===== config.mk =====
export PLATFORM = sky130hd
export DESIGN_NAME = sct_timing
export DESIGN_NICKNAME = d
export VERILOG_FILES = /design/src/sct_pkg.sv /design/src/sct_decode.sv /design/src/sct_flash_route.sv /design/src/sct_timing.sv
export SDC_FILE = /design/constraint.sdc
export NUM_CORES = 1
export LEC_CHECK = 0
export CAP_MARGIN = 20
export CORE_AREA = 2 2 107 109
export DETAILED_ROUTE_END_ITERATION = 6
export DIE_AREA = 0 0 109 111
export DONT_BUFFER_PORTS = 1
export PLACE_DENSITY = 0.48
export SYNTH_ARGS = -nofsm -noshare
export SYNTH_HDL_FRONTEND = slang
export SYNTH_HIERARCHICAL = 1
export SYNTH_SLANG_ARGS = --single-unit

===== constraint.sdc =====
create_clock -name sys_clk -period 6.2 [get_ports sys_clk]
set_input_delay 0.31 -clock sys_clk [delete_from_list [all_inputs] [get_ports sys_clk]]
set_output_delay 0.31 -clock sys_clk [all_outputs]
set_load 0.1 [all_outputs]

===== src/sct_pkg.sv =====
// Package: opcode timing tables, states and constants of the timing unit.
// Assumes: one system clock; opcodes come from fetch logic on that clock.
package sct_pkg;

  typedef enum logic [2:0] {
    SCT_IDLE = 3'b001,
    SCT_EXEC = 3'b010,
    SCT_TAKEN = 3'b100
  } sct_state_t;

  ////////////////////////////////////////////////////////////////////////////
  // Widths and field positions of one table entry {len, cycles, taken}
  localparam int SCT_LEN_W = 2;
  localparam int SCT_CYC_W = 4;
  localparam int SCT_ENT_W = 12;
  localparam int SCT_LEN_POS = 8;
  localparam int SCT_CYC_POS = 4;
  localparam int SCT_TKN_POS = 0;
  localparam logic [2:0] SCT_COL_IND = 3'h6;
  localparam logic [2:0] SCT_COL_BANK = 3'h7;

  ////////////////////////////////////////////////////////////////////////////
  // Cycle counts
  localparam logic [SCT_CYC_W-1:0] SCT_REMAIN_ZERO = 4'h0;
  localparam logic [SCT_CYC_W-1:0] SCT_REMAIN_LAST = 4'h1;
  // Branch outcome is taken in the next to last not-taken cycle
  localparam logic [SCT_CYC_W-1:0] SCT_REMAIN_RESOLVE = 4'h2;
  localparam logic [SCT_CYC_W-1:0] SCT_TAKEN_EXTRA = 4'h1;

  ////////////////////////////////////////////////////////////////////////////
  // Opcodes with special handling
  localparam logic [7:0] SCT_OP_NOP = 8'h00;
  localparam logic [7:0] SCT_OP_SPARE = 8'ha5;
  localparam logic [7:0] SCT_OP_CODE_DP = 8'h93;
  localparam logic [7:0] SCT_OP_CODE_PC = 8'h83;

  ////////////////////////////////////////////////////////////////////////////
  // Reset values
  localparam logic [15:0] SCT_RST_ADDR = 16'h0000;
  localparam logic [SCT_LEN_W-1:0] SCT_RST_LEN = 2'h0;
  localparam logic [SCT_CYC_W-1:0] SCT_RST_CYC = 4'h0;
  localparam logic [2:0] SCT_RST_REG = 3'h0;
  // Upper flash address byte for 8-bit pointer external moves
  localparam logic [7:0] SCT_XADDR_HI = 8'h00;

  ////////////////////////////////////////////////////////////////////////////
  // class clocks
  // class clocks
  // Timing per low-nibble column; 3 hex digits per row, row f leftmost.
  // Columns 0..5 by low nibble, 6 = indirect pointer, 7 = bank register.
  localparam logic [191:0] SCT_TIMING [0:7] = '{
    {96'h130130220220220220330230, 96'h223223223223334334334110},
    {96'h230230230230230230230230, 96'h230230230230230230230230},
    {96'h130130220220220220220220, 96'h220220220220150150340340},
    {96'h130130110110110110130130, 96'h130330330330110110110110},
    {96'h110110110110334140220180, 96'h220220220220220220110110},
    {96'h220220334220334110220330, 96'h330220220220220220220220},
    {96'h120120120120345220120220, 96'h220120120120120120120120},
    {96'h110110223110334220110220, 96'h220110110110110110110110}
  };

endpackage


===== src/sct_decode.sv =====
// Opcode decoder: bytes, clock counts and class of every opcode.
// Assumes: a full opcode byte; used combinationally by the sequencer.
module sct_decode (
  // Opcode from fetch
  input wire logic [7:0] opcode,
  // Size and timing
  output logic [sct_pkg::SCT_LEN_W-1:0] len,
  output logic [sct_pkg::SCT_CYC_W-1:0] cyc,
  output logic [sct_pkg::SCT_CYC_W-1:0] cyc_taken,
  // Class
  output logic cond_branch,
  output logic bank_reg_op,
  output logic ptr_indirect_op,
  output logic [2:0] reg_index,
  output logic ext_move,
  output logic ext_write,
  output logic ext_by_sixteen_bit_data_pointer,
  output logic code_load,
  output logic code_by_pc
);
  import sct_pkg::*;

  logic [7:0] op;
  logic [2:0] col;
  logic [SCT_ENT_W-1:0] ent;

  always_comb begin
    op = (opcode == SCT_OP_SPARE) ? SCT_OP_NOP : opcode;
    if (op[3])
      col = SCT_COL_BANK;
    else if (op[2:1] == 2'h3)
      col = SCT_COL_IND;
    else
      col = op[2:0];
    ent = SCT_TIMING[col][op[7:4] * SCT_ENT_W +: SCT_ENT_W];
    len = ent[SCT_LEN_POS +: SCT_LEN_W];
    cyc = ent[SCT_CYC_POS +: SCT_CYC_W];
    cyc_taken = ent[SCT_TKN_POS +: SCT_CYC_W];
    cond_branch = (cyc_taken != SCT_REMAIN_ZERO);
    bank_reg_op = op[3];
    // Pointer moves to flash are register indirect too
    ptr_indirect_op = (col == SCT_COL_IND) ||
                      ((op[7:5] == 3'h7) && (op[3:1] == 3'h1));
    reg_index = op[3] ? op[2:0] : {2'h0, op[0]};
    ext_move = (op[7:5] == 3'h7) && (op[3:0] inside {4'h0, 4'h2, 4'h3});
    ext_write = op[4];
    ext_by_sixteen_bit_data_pointer = (op[3:0] == 4'h0);
    code_load = (op == SCT_OP_CODE_DP) || (op == SCT_OP_CODE_PC);
    code_by_pc = (op == SCT_OP_CODE_PC);
  end

endmodule // sct_decode


===== src/sct_flash_route.sv =====
// Flash request routing for code loads and external-space moves.
// Assumes: operand values are valid in the issue cycle.
module sct_flash_route (
  // Access class
  input wire logic ext_move,
  input wire logic ext_write,
  input wire logic ext_by_sixteen_bit_data_pointer,
  input wire logic code_load,
  input wire logic code_by_pc,
  // Operand values
  input wire logic [7:0] acc_value,
  input wire logic [15:0] data_ptr_value,
  input wire logic [15:0] pc_next,
  input wire logic [7:0] ptr_reg_value,
  // Flash request
  output logic rd,
  output logic wr,
  output logic [15:0] addr
);
  import sct_pkg::*;

  always_comb begin
    rd = code_load || (ext_move && !ext_write);
    // No external bus: writes land in flash, gated there by its own enable
    wr = ext_move && ext_write;
    if (code_load)
      addr = (code_by_pc ? pc_next : data_ptr_value) + {8'h00, acc_value};
    else if (ext_by_sixteen_bit_data_pointer)
      addr = data_ptr_value;
    else
      addr = {SCT_XADDR_HI, ptr_reg_value};
  end

endmodule // sct_flash_route


===== src/sct_timing.sv =====
// Instruction timing unit of the pipelined 8-bit core: decodes each
// issued opcode, counts its execution in system clocks and routes
// code loads and external-space moves to program flash.
// Assumes: fetch, execute and register file run on sys_clk; the branch
// outcome is valid in the next to last cycle of a not-taken branch.
//
// Overview of operation
// - Opcodes, addressing modes and flag effects follow the classic set.
// - Execution is counted in plain system clocks, no machine cycles.
// - Most instructions take as many clocks as they have bytes.
// - A taken conditional branch takes one clock more than not taken.
// - The external-space move reaches on-chip program flash.
// - Accumulator with bank register ops are one byte and one clock.
// - Accumulator ops through a pointer register take two clocks.
// - Accumulator ops on a direct byte are two bytes and two clocks.
// - Logic immediate into a direct byte is three bytes, three clocks.
// - Direct to direct move is three bytes and three clocks.
// - Loading the data pointer immediate is three bytes, three clocks.
// - Code load at pointer plus accumulator is one byte, three clocks.
// - Storing the accumulator through a pointer takes two clocks.
// - Clear, complement, rotates and swap of A take one clock.
// - The spare opcode acts exactly as no-op.
// - Indirect compare and branch takes four or five clocks.
module sct_timing (
  // Clock and reset
  input wire logic sys_clk,
  input wire logic rst,
  // Issue from fetch
  input wire logic opcode_valid,
  input wire logic [7:0] opcode,
  // Operand values for flash access
  input wire logic [7:0] acc_value,
  input wire logic [15:0] data_ptr_value,
  input wire logic [15:0] pc_next,
  input wire logic [7:0] ptr_reg_value,
  // Branch outcome from execute
  input wire logic branch_taken,
  // Sequencing
  output logic issue_ready_ff,
  output logic instr_done_ff,
  output logic [sct_pkg::SCT_LEN_W-1:0] instr_len_ff,
  output logic [sct_pkg::SCT_CYC_W-1:0] instr_cycles_ff,
  output logic cond_branch_ff,
  output logic branch_taken_ff,
  // Operand routing
  output logic bank_reg_op_ff,
  output logic ptr_indirect_op_ff,
  output logic [2:0] reg_index_ff,
  // Program flash access
  output logic flash_rd_ff,
  output logic flash_wr_ff,
  output logic [15:0] flash_addr_ff
);
  import sct_pkg::*;

  ////////////////////////////////////////////////////////////////////////////
  // Decode and flash routing
  logic [SCT_LEN_W-1:0] dec_len;
  logic [SCT_CYC_W-1:0] dec_cyc;
  logic [SCT_CYC_W-1:0] dec_cyc_taken;
  logic dec_branch;
  logic dec_bank;
  logic dec_ind;
  logic [2:0] dec_reg;
  logic dec_ext;
  logic dec_ext_wr;
  logic dec_ext_dp;
  logic dec_code;
  logic dec_code_pc;
  logic route_rd;
  logic route_wr;
  logic [15:0] route_addr;

  sct_decode u_decode (
    .opcode(opcode),
    .len(dec_len),
    .cyc(dec_cyc),
    .cyc_taken(dec_cyc_taken),
    .cond_branch(dec_branch),
    .bank_reg_op(dec_bank),
    .ptr_indirect_op(dec_ind),
    .reg_index(dec_reg),
    .ext_move(dec_ext),
    .ext_write(dec_ext_wr),
    .ext_by_sixteen_bit_data_pointer(dec_ext_dp),
    .code_load(dec_code),
    .code_by_pc(dec_code_pc)
  );

  sct_flash_route u_route (
    .ext_move(dec_ext),
    .ext_write(dec_ext_wr),
    .ext_by_sixteen_bit_data_pointer(dec_ext_dp),
    .code_load(dec_code),
    .code_by_pc(dec_code_pc),
    .acc_value(acc_value),
    .data_ptr_value(data_ptr_value),
    .pc_next(pc_next),
    .ptr_reg_value(ptr_reg_value),
    .rd(route_rd),
    .wr(route_wr),
    .addr(route_addr)
  );

  ////////////////////////////////////////////////////////////////////////////
  // Sequencer
  sct_state_t state_ff;
  sct_state_t nxt_state;
  logic [SCT_CYC_W-1:0] remain_ff;
  logic [SCT_CYC_W-1:0] nxt_remain;
  logic nxt_ready;
  logic nxt_done;
  logic [SCT_LEN_W-1:0] nxt_len;
  logic [SCT_CYC_W-1:0] nxt_cycles;
  logic nxt_branch;
  logic nxt_taken;
  logic nxt_bank;
  logic nxt_ind;
  logic [2:0] nxt_reg;
  logic nxt_rd;
  logic nxt_wr;
  logic [15:0] nxt_addr;
  logic issue;
  logic resolve;

  // Ready in the last cycle so one-clock instructions issue back to back
  assign issue = opcode_valid && issue_ready_ff;
  assign resolve = (state_ff == SCT_EXEC) && cond_branch_ff &&
                   (remain_ff == SCT_REMAIN_RESOLVE);

  always_comb begin
    nxt_state = state_ff;
    nxt_remain = remain_ff;
    nxt_len = instr_len_ff;
    nxt_cycles = instr_cycles_ff;
    nxt_branch = cond_branch_ff;
    nxt_taken = branch_taken_ff;
    nxt_bank = bank_reg_op_ff;
    nxt_ind = ptr_indirect_op_ff;
    nxt_reg = reg_index_ff;
    nxt_addr = flash_addr_ff;
    nxt_rd = 1'b0;
    nxt_wr = 1'b0;
    case (state_ff)
      SCT_IDLE: begin
        nxt_remain = SCT_REMAIN_ZERO;
      end
      SCT_EXEC, SCT_TAKEN: begin
        // Taken branch holds one more clock
        if (resolve && branch_taken) begin
          nxt_state = SCT_TAKEN;
          nxt_taken = 1'b1;
          nxt_cycles = instr_cycles_ff + SCT_TAKEN_EXTRA;
        end else if (remain_ff == SCT_REMAIN_LAST) begin
          nxt_state = SCT_IDLE;
          nxt_remain = SCT_REMAIN_ZERO;
        end else begin
          nxt_remain = remain_ff - SCT_REMAIN_LAST;
        end
      end
      default: begin
        nxt_state = SCT_IDLE;
        nxt_remain = SCT_REMAIN_ZERO;
      end
    endcase
    if (issue) begin
      nxt_state = SCT_EXEC;
      nxt_remain = dec_cyc;
      nxt_len = dec_len;
      nxt_cycles = dec_cyc;
      nxt_branch = dec_branch;
      nxt_taken = 1'b0;
      nxt_bank = dec_bank;
      nxt_ind = dec_ind;
      nxt_reg = dec_reg;
      // Flash request in the first clock
      nxt_rd = route_rd;
      nxt_wr = route_wr;
      nxt_addr = route_addr;
    end
    nxt_done = (nxt_state != SCT_IDLE) && (nxt_remain == SCT_REMAIN_LAST);
    nxt_ready = (nxt_state == SCT_IDLE) || nxt_done;
  end

  always_ff @(posedge sys_clk) begin
    if (rst) begin
      state_ff <= SCT_IDLE;
      remain_ff <= SCT_REMAIN_ZERO;
      issue_ready_ff <= 1'b1;
      instr_done_ff <= 1'b0;
      instr_len_ff <= SCT_RST_LEN;
      instr_cycles_ff <= SCT_RST_CYC;
      cond_branch_ff <= 1'b0;
      branch_taken_ff <= 1'b0;
      bank_reg_op_ff <= 1'b0;
      ptr_indirect_op_ff <= 1'b0;
      reg_index_ff <= SCT_RST_REG;
      flash_rd_ff <= 1'b0;
      flash_wr_ff <= 1'b0;
      flash_addr_ff <= SCT_RST_ADDR;
    end else begin
      state_ff <= nxt_state;
      remain_ff <= nxt_remain;
      issue_ready_ff <= nxt_ready;
      instr_done_ff <= nxt_done;
      instr_len_ff <= nxt_len;
      instr_cycles_ff <= nxt_cycles;
      cond_branch_ff <= nxt_branch;
      branch_taken_ff <= nxt_taken;
      bank_reg_op_ff <= nxt_bank;
      ptr_indirect_op_ff <= nxt_ind;
      reg_index_ff <= nxt_reg;
      flash_rd_ff <= nxt_rd;
      flash_wr_ff <= nxt_wr;
      flash_addr_ff <= nxt_addr;
    end
  end

  logic acc_src_row;
  assign acc_src_row = opcode[7:4] inside
    {4'h2, 4'h3, 4'h4, 4'h5, 4'h6, 4'h9, 4'he};
endmodule // sct_timing


==> impl_metrics.tcl, run 1 <==
set metrics [dict create \
    first_pass_iters 5 \
    cpPeakStageDelay_ns 0.58 \
    clkTransAtPathRegs_ns 0.06 \
    cp_max_fo 32 \
    die_x_um 109 \
    core_um2 11100 \
    worst_pin_slew_ns 1.10 \
    drtAntennaViolNets 0 \
    worstSetupStartpointType "primary input" \
    syn_nets 593 \
    hold_path.class "in2reg" \
    grt_use_total_pct 18.7 \
    grt_pass1_wl_um 18300 \
    overflow 0 \
    cp_slowest_cell "or4_1" \
    avgSynthCellArea_um2 7.31 \
    leakagePower_nw 1.44 \
    drive_gt1_share_pct 9.37 \
    drt_wl_total_um 11600 \
    setup_viol 0 \
    hold_viol 0 \
    avgRoutedWirePerCell_um 18.2 \
    grt_antenna_before_repair 0 \
    max_freq_mhz 280 \
    synth_warnings 6 \
    clock_path_buffers 2 \
    fin_util_pct 36.2 \
    cts-buffers-inserted 5 \
    finClkSkew_ns 0.00649 \
    power_density_nw_per_um2 210 \
    netlist_area_um2 3750 \
    clk_latency_ns 0.28 \
    criticalPathCategory "in2reg" \
    grt_pass1_vias 3556 \
    final_area_um2 4010 \
    h-tree-depth 2 \
    ios 93 \
    diodes 0 \
    num-nets-final 569 \
    slew_headroom_pct 26.7 \
    critPathMostFrequentCell "nor2_1" \
    grt_max_degree 39 \
    rsz0062_at_grt "no" \
    dr.first_iter.drc_count 411 \
    postCtsHoldBufs 0 \
    remaining_drc_errors 0 \
    cp-end-kind "flop" \
    viasPerCell 5.96 \
    area_delta_synth_final_pct 6.66 \
    finalMaxSlewViolations 0 \
    hpwl_um 8690 \
    synth_cells 514 \
    rows 39 \
    placed_cell_area_um2 3830 \
    worstPathRequired_ns 6.42 \
    cts-root-buf "clkbuf_16" \
    worst-endpoint-arrival_ns 3.79 \
    tritoncts "yes" \
    final.setup.tns_ns 0 \
    start_util_pct 33.9 \
    max_cap_viol_count 0 \
    peakVddDrop_mv 0.0911 \
    die_h_um 111 \
    period_share_pct 57.6 \
    dr_total_vias 3776 \
    cts_resized 0 \
    gp_congestion 0.883 \
    die_area_um2 12100 \
    finalWorstSetupSlack_ns 2.63 \
    place_ws_ns 2.41 \
    cp_cell_sequence "or3b_2 > nor2_1 > o21ai_0 > a21oi_1 > inv_1 > ha_1 > nand2b_1 > o21ai_0 > o211a_1 > o32a_1 > or4_1 > nor2_1 > nor2_1 > a31oi_1 > o211ai_2 > o21bai_1" \
    post-route-min-period_ns 3.57 \
    clock-sinks 40 \
    status "finished clean" \
    post_cts_buffers 0 \
    io_buffers 0 \
]
-- stage by stage --
step	hold WS, ns	power (mW)	instances
2_1_floorplan	0.477	0.507	514
3_3_place_gp	0.381	0.535	626
3_5_place_dp	0.380	0.534	626
4_1_cts	0.0785	0.849	634
5_1_grt	0.0821	0.879	634
6_report	0.0902	0.841	634
-- registers in the layout (all words and copies together), names as in the netlist, 2 cells and up --
register and cells:
remain_ff 4, state_ff 3, instr_len_ff 2, flash_addr_ff 16, instr_cycles_ff 4, reg_index_ff 3
-- worst paths after layout --
check,startpoint,endpoint,slack (ns),cells past startpoint
worst max-delay path,opcode[4],issue_ready_ff,2.63,16
worst min-delay path,rst,state_ff[1],0.09,1
worst max register to register,issue_ready_ff,issue_ready_ff,3.74,5
worst min register to register,state_ff[2],state_ff[2],0.55,2
-- power by group --
part	internal (mW)	total [mW]	switching (mW)
Combinational	0.0718	0.173	0.101
Clock	0.202	0.310	0.109
Sequential	0.270	0.357	0.0876
Total	0.543	0.841	0.297
-- critical path: cells and delay by family --
kind	cells	cell delay [ns]
buf+inv	1	0.15
simple gates	6	1.57
compound gates	8	1.48
fa+ha+maj	1	0.28
-- per-layer routing --
layer | share of wire (%) | vias up | global-route usage (%)
met5 | 0 | - | 0
met4 | 2.6 | 0 | 6.84
met3 | 6.8 | 28 | 3.23
met2 | 47 | 150 | 30.2
met1 | 44 | 1777 | 24.8
li1 | - | 1821 | -
-- layout by cell type (no fill, tap or decap), drive strengths merged, types with 5 or more instances in the layout --
cell type,instances
nand2,88
a21oi,50
dfxtp,40
nor2,30
o21ai,28
inv,18
ha,18
nand3,16
a211oi,14
mux2i,12
mux2,11
nor3,10
xnor2,9
nand2b,9
nor2b,8
a31oi,7
o211ai,7
xor2,6
clkbuf,6
nor3b,5
and3,5
buf,5
-- area by class of cell --
type	count	area (um2)
fill	1200	7070
multi-input combinational	419	2740
sequential	40	801
tap	143	179
clock buffer	6	139
inverter	19	71.3
clock inverter	2	38.8
timing repair buffer	5	37.5
(Power assumes the default switching activity.)
==> inputs of run 2 (changes only) <==
Settings changed: PLACE_DENSITY 0.48 to 0.5.
Clock period 6.2 ns to 2.9 ns, I/O delays scaled along.
==> impl_metrics.tcl, run 2 (synthesized netlist as in run 1, its figures left out) <==
set metrics [dict create \
    status "finished clean" \
    die_x_um 109 \
    power_mw 1.86 \
    period_share_pct 96.8 \
    hold_path.class "in2reg" \
    clock-sinks 40 \
    slew_headroom_pct 33.7 \
    rows 39 \
    leakagePower_nw 1.70 \
    die_h_um 111 \
    cts-root-buf "clkbuf_16" \
    cts-buffers-inserted 5 \
    cp_max_fo 20 \
    power_density_nw_per_um2 411 \
    fillCellCount 1146 \
    grt_use_total_pct 19.6 \
    grt_antenna_before_repair 0 \
    hold_viol 0 \
    layout_common_cells "88 x nand2_1, 50 x buf_4, 47 x a21oi_1, 40 x dfxtp_1, 27 x nor2_1" \
    start_util_pct 33.9 \
    avgRoutedWirePerCell_um 17.7 \
    cp_cell_sequence "or3b_4 > nor2_4 > o21ai_2 > a21oi_2 > ha_1 > a211o_1 > o211a_1 > o32a_1 > or4_4 > nor2_2 > nor2_1 > a31oi_1 > o211ai_2 > o21bai_1" \
    worst_pin_slew_ns 0.993 \
    grt_pass1_wl_um 19100 \
    clock_path_buffers 2 \
    ios 93 \
    place_inst 671 \
    finClkSkew_ns 0.00450 \
    cp-end-kind "flop" \
    grt_pass1_vias 3784 \
    area_delta_synth_final_pct 20.9 \
    top_layer "met4" \
    finalMaxSlewViolations 0 \
    drive_gt1_share_pct 21.2 \
    worstSetupStartpointType "primary input" \
    viasPerCell 5.83 \
    dr_total_vias 3972 \
    largestRegisters "flash_addr_ff x16, instr_cycles_ff x4, remain_ff x4" \
    place_ws_ns -0.208 \
    setup_viol 0 \
    max_cap_viol_count 0 \
    clkTransAtPathRegs_ns 0.06 \
    dr.first_iter.drc_count 295 \
    top_register "flash_addr_ff" \
    cp_slowest_cell "or4_4" \
    final.setup.tns_ns 0 \
    cpPeakStageDelay_ns 0.50 \
    gp_congestion 0.924 \
    tritoncts "yes" \
    first_pass_iters 5 \
    ff2ff_setup_slack_ns 0.86 \
    fin_util_pct 41.0 \
    met1_length_um 5180 \
    drtAntennaViolNets 0 \
    final_area_um2 4540 \
    wl_met2_um 5730 \
    criticalPathCategory "in2reg" \
    met3WireLength_um 822 \
    critical_path.top_delay_family "compound AO/OA/AOI/OAI gates" \
    placed_cell_area_um2 4340 \
    clk_latency_ns 0.28 \
    layout_commonest_cell "nand2_1" \
    num-nets-final 616 \
    timing.hold.ws_ns 0.0459 \
    max_freq_mhz 356 \
    path_buf_inv 0 \
    grt_max_degree 38 \
    die_area_um2 12100 \
    finalWorstSetupSlack_ns 0.0942 \
    largest_reg_flops 16 \
    drt_wl_total_um 12100 \
    core_um2 11100 \
    post-route-min-period_ns 2.81 \
    remaining_drc_errors 0 \
    peakVddDrop_mv 0.319 \
    io_buffers 0 \
    worst-endpoint-arrival_ns 3.02 \
    stdcell_count 681 \
    h-tree-depth 2 \
    diodes 0 \
    hpwl_um 9120 \
    worstPathRequired_ns 3.12 \
    overflow 0 \
]
-- run 2: changes by cell type in the layout (fill, tap and decap cells not counted), sizes merged --
| cell | previous run | this run |
|---|---|---|
| buf | 5 | 52 |
| clkbuf | 6 | 5 |
| clkinv | 2 | 1 |
| clkinvlp | 0 | 1 |
| inv | 18 | 19 |
-- run 2: final timing paths --
kind / start / endpoint / cells after the start
worst max register to register: remain_ff[0] / issue_ready_ff / 7
worst max-delay path: opcode[6] / issue_ready_ff / 14
worst min register to register: flash_addr_ff[7] / flash_addr_ff[7] / 2
worst min-delay path: opcode[3] / bank_reg_op_ff / 2
-- run 2: per-layer routing --
metal | GRT usage (%) | vias to the layer above
met5 | 0 | -
met4 | 7.78 | 0
met3 | 2.82 | 32
met2 | 32.4 | 151
met1 | 25.4 | 1869
li1 | - | 1920
-- run 2: area by class of cell --
type                            instances  area, um2  area share (%)
Clock inverter                          3       46.3            1.02
Sequential cell                        40        801            17.6
Timing Repair Buffer                   52        415            9.15
Multi-Input combinational cell        419       2900            63.9
Inverter                               19       71.3            1.57
Clock buffer                            5        125            2.76
Tap cell                              143        179            3.94
-- run 2: worst reg2reg max path: stages, from the launching register on --
cell and delay, ns:
dfxtp_1 0.33, inv_1 0.11, ha_1 0.17, nor4bb_4 0.23
and3_1 0.49, mux2_4 0.36, o211ai_2 0.17, o21bai_1 0.08
-- run 2: power by group --
| group | switching, mW | internal (mW) | leakage (nW) |
|---|---|---|---|
| sequential | 0.0702 | 0.577 | 0.327 |
| combinational | 0.359 | 0.216 | 1.29 |
| clock | 0.234 | 0.409 | 0.0804 |
| total | 0.663 | 1.20 | 1.70 |
-- run 2: repair_timing --
item,CTS,global route
gates resized for setup,0,1
endpoints found under the setup margin,0,2
hold buffers,1,0
setup buffers,0,1
hold endpoints to repair,37,0
==> inputs of run 3 (changes only) <==
--- a/config.mk
+++ b/config.mk
@@ -9,2 +9,3 @@
 export CORE_AREA = 2 2 107 109
+export CTS_CLUSTER_DIAMETER = 80
 export DETAILED_ROUTE_END_ITERATION = 6
@@ -12,2 +13,3 @@
 export DONT_BUFFER_PORTS = 1
+export GPL_ROUTABILITY_DRIVEN = 0
 export PLACE_DENSITY = 0.5
==> constraint.sdc (replaced) <==
create_clock -name sys_clk -period 2.9 [get_ports sys_clk]
set_input_delay 0.29 -clock sys_clk [delete_from_list [all_inputs] [get_ports sys_clk]]
set_output_delay 0.29 -clock sys_clk [all_outputs]
set_load 0.1 [all_outputs]
==> impl_metrics.tcl, run 3 (synthesized netlist as in run 1, its figures left out) <==
set metrics [dict create \
    status "finished clean" \
    die_area_um2 12100 \
    worst_pin_slew_ns 1.03 \
    clkPwrFrac_pct 36.2 \
    viasPerCell 5.73 \
    remaining_drc_errors 0 \
    power_mw 1.92 \
    postCtsHoldBufs 0 \
    combPwrFrac_pct 26.7 \
    p_seq_share_pct 37.1 \
    largestRegisters "flash_addr_ff x16, instr_cycles_ff x4, remain_ff x4" \
    final.setup.tns_ns 0 \
    die_h_um 111 \
    finClkSkew_ns 0.00619 \
    top_register "flash_addr_ff" \
    overflow 0 \
    hold_path.class "in2reg" \
    avgRoutedWirePerCell_um 17.9 \
    start_util_pct 33.9 \
    intPower_mw 1.29 \
    worstSetupStartpointType "primary input" \
    layout_common_cells "88 x nand2_1, 49 x buf_4, 47 x a21oi_1, 40 x dfxtp_1, 28 x nor2_1" \
    grt_max_degree 39 \
    seq_area_um2 801 \
    period_share_pct 98.4 \
    finalMaxSlewViolations 0 \
    grt_use_total_pct 20.3 \
    first_pass_iters 5 \
    rsz0062_at_grt "yes" \
    multi_input_area_um2 2940 \
    grt_antenna_before_repair 0 \
    tritoncts "yes" \
    cp_max_fo 20 \
    core_um2 11100 \
    dr.first_iter.drc_count 383 \
    h-tree-depth 2 \
    io_buffers 0 \
    leakagePower_nw 1.69 \
    grt_pass1_wl_um 19700 \
    clock_path_buffers 2 \
    worst-endpoint-arrival_ns 3.07 \
    fillCellCount 1146 \
    slew_headroom_pct 31.1 \
    cp_slowest_cell "or4_4" \
    grt_pass1_vias 3788 \
    drtAntennaViolNets 0 \
    die_x_um 109 \
    clk_latency_ns 0.28 \
    setup_viol 0 \
    power_density_nw_per_um2 420 \
    num-nets-final 614 \
    p_sw_share_pct 33.1 \
    cp-end-kind "flop" \
    diodes 0 \
    drt_wl_total_um 12100 \
    cts-buffers-inserted 5 \
    ios 93 \
    drive_gt1_share_pct 21.9 \
    hpwl_um 9200 \
    clock-sinks 40 \
    criticalPathCategory "in2reg" \
    post-route-min-period_ns 2.85 \
    dr_total_vias 3883 \
    clkTransAtPathRegs_ns 0.06 \
    cts-root-buf "clkbuf_16" \
    layout_commonest_cell "nand2_1" \
    cp_cell_sequence "or3b_4 > nor2_4 > o21ai_2 > a21oi_2 > buf_4 > inv_4 > ha_4 > nand2b_4 > o21ai_2 > o211a_1 > o32a_1 > or4_4 > nor2_1 > nor2_1 > a31oi_1 > o211ai_2 > o21bai_1" \
    power_switching_mw 0.635 \
    max_cap_viol_count 0 \
    rows 39 \
    cpPeakStageDelay_ns 0.49 \
    max_freq_mhz 350 \
    area_delta_synth_final_pct 21.7 \
    hold_viol 0 \
    worstPathRequired_ns 3.11 \
    largest_reg_flops 16 \
    peakVddDrop_mv 0.247 \
]
run 3: layout make-up:
class	count	share of cell area, %
flip-flops and latches	40	17.5
clock buffers	5	2.74
inverters	19	1.62
clock inverters	2	1.31
well taps	143	3.92
repair buffers	50	8.49
multi-input cells	419	64.4
run 3: path summary, 6_finish.rpt:
| path | endpoint | depth (start not counted) | from | slack, ns |
|---|---|---|---|---|
| worst max-delay path | issue_ready_ff | 17 | opcode[6] | 0.05 |
| worst min register to register | state_ff[2] | 2 | state_ff[2] | 0.56 |
| worst max register to register | issue_ready_ff | 7 | remain_ff[0] | 0.84 |
| worst min-delay path | state_ff[1] | 1 | rst | 0.07 |
run 3: worst max-delay path: cells and delay by family:
kind | cells | cell delay [ns]
AND/OR/NAND/NOR | 6 | 1.23
adder cells (fa/ha/maj) | 1 | 0.16
AO/OA/AOI/OAI | 8 | 1.22
buffers and inverters | 2 | 0.19
run 3: stage by stage:
step | hold slack, ns | setup slack [ns] | cells | cell area [um2] | util, %
global placement | 0.362 | -0.259 | 669 | 4320 | 39.0
detailed placement | 0.365 | -0.308 | 669 | 4320 | 39.0
floorplan | 0.457 | -0.428 | 514 | 3990 | -
finish | 0.0738 | 0.0456 | 678 | 4570 | 41.2
global route | 0.0593 | -0.145 | 678 | 4570 | 41.2
CTS | 0.0619 | 0.00705 | 676 | 4510 | 40.7
run 3: power by group through the flow:
stage | clock network [mW] | registers [mW] | logic (mW)
after detailed placement | 0 | 0.725 | 0.498
after CTS | 0.716 | 0.713 | 0.501
after global routing | 0.742 | 0.716 | 0.564
after floorplan | 0 | 0.768 | 0.352
after global placement | 0 | 0.725 | 0.495
final | 0.696 | 0.712 | 0.512
run 3: routing by layer:
layer	vias to the layer above	track usage, %	wire length [um]
li1	1904	-	-
met1	1809	26.5	5180
met4	0	5.47	219
met2	151	33.9	5840
met5	-	0	0
met3	19	3.53	891
run 3: repair_timing:
| item | CTS | global route |
|---|---|---|
| endpoints found under the setup margin | 2 | 4 |
| endpoints found under the hold margin | 0 | 0 |
| pin swaps | 1 | 3 |
| setup buffers | 0 | 2 |
| gates resized for setup | 1 | 9 |
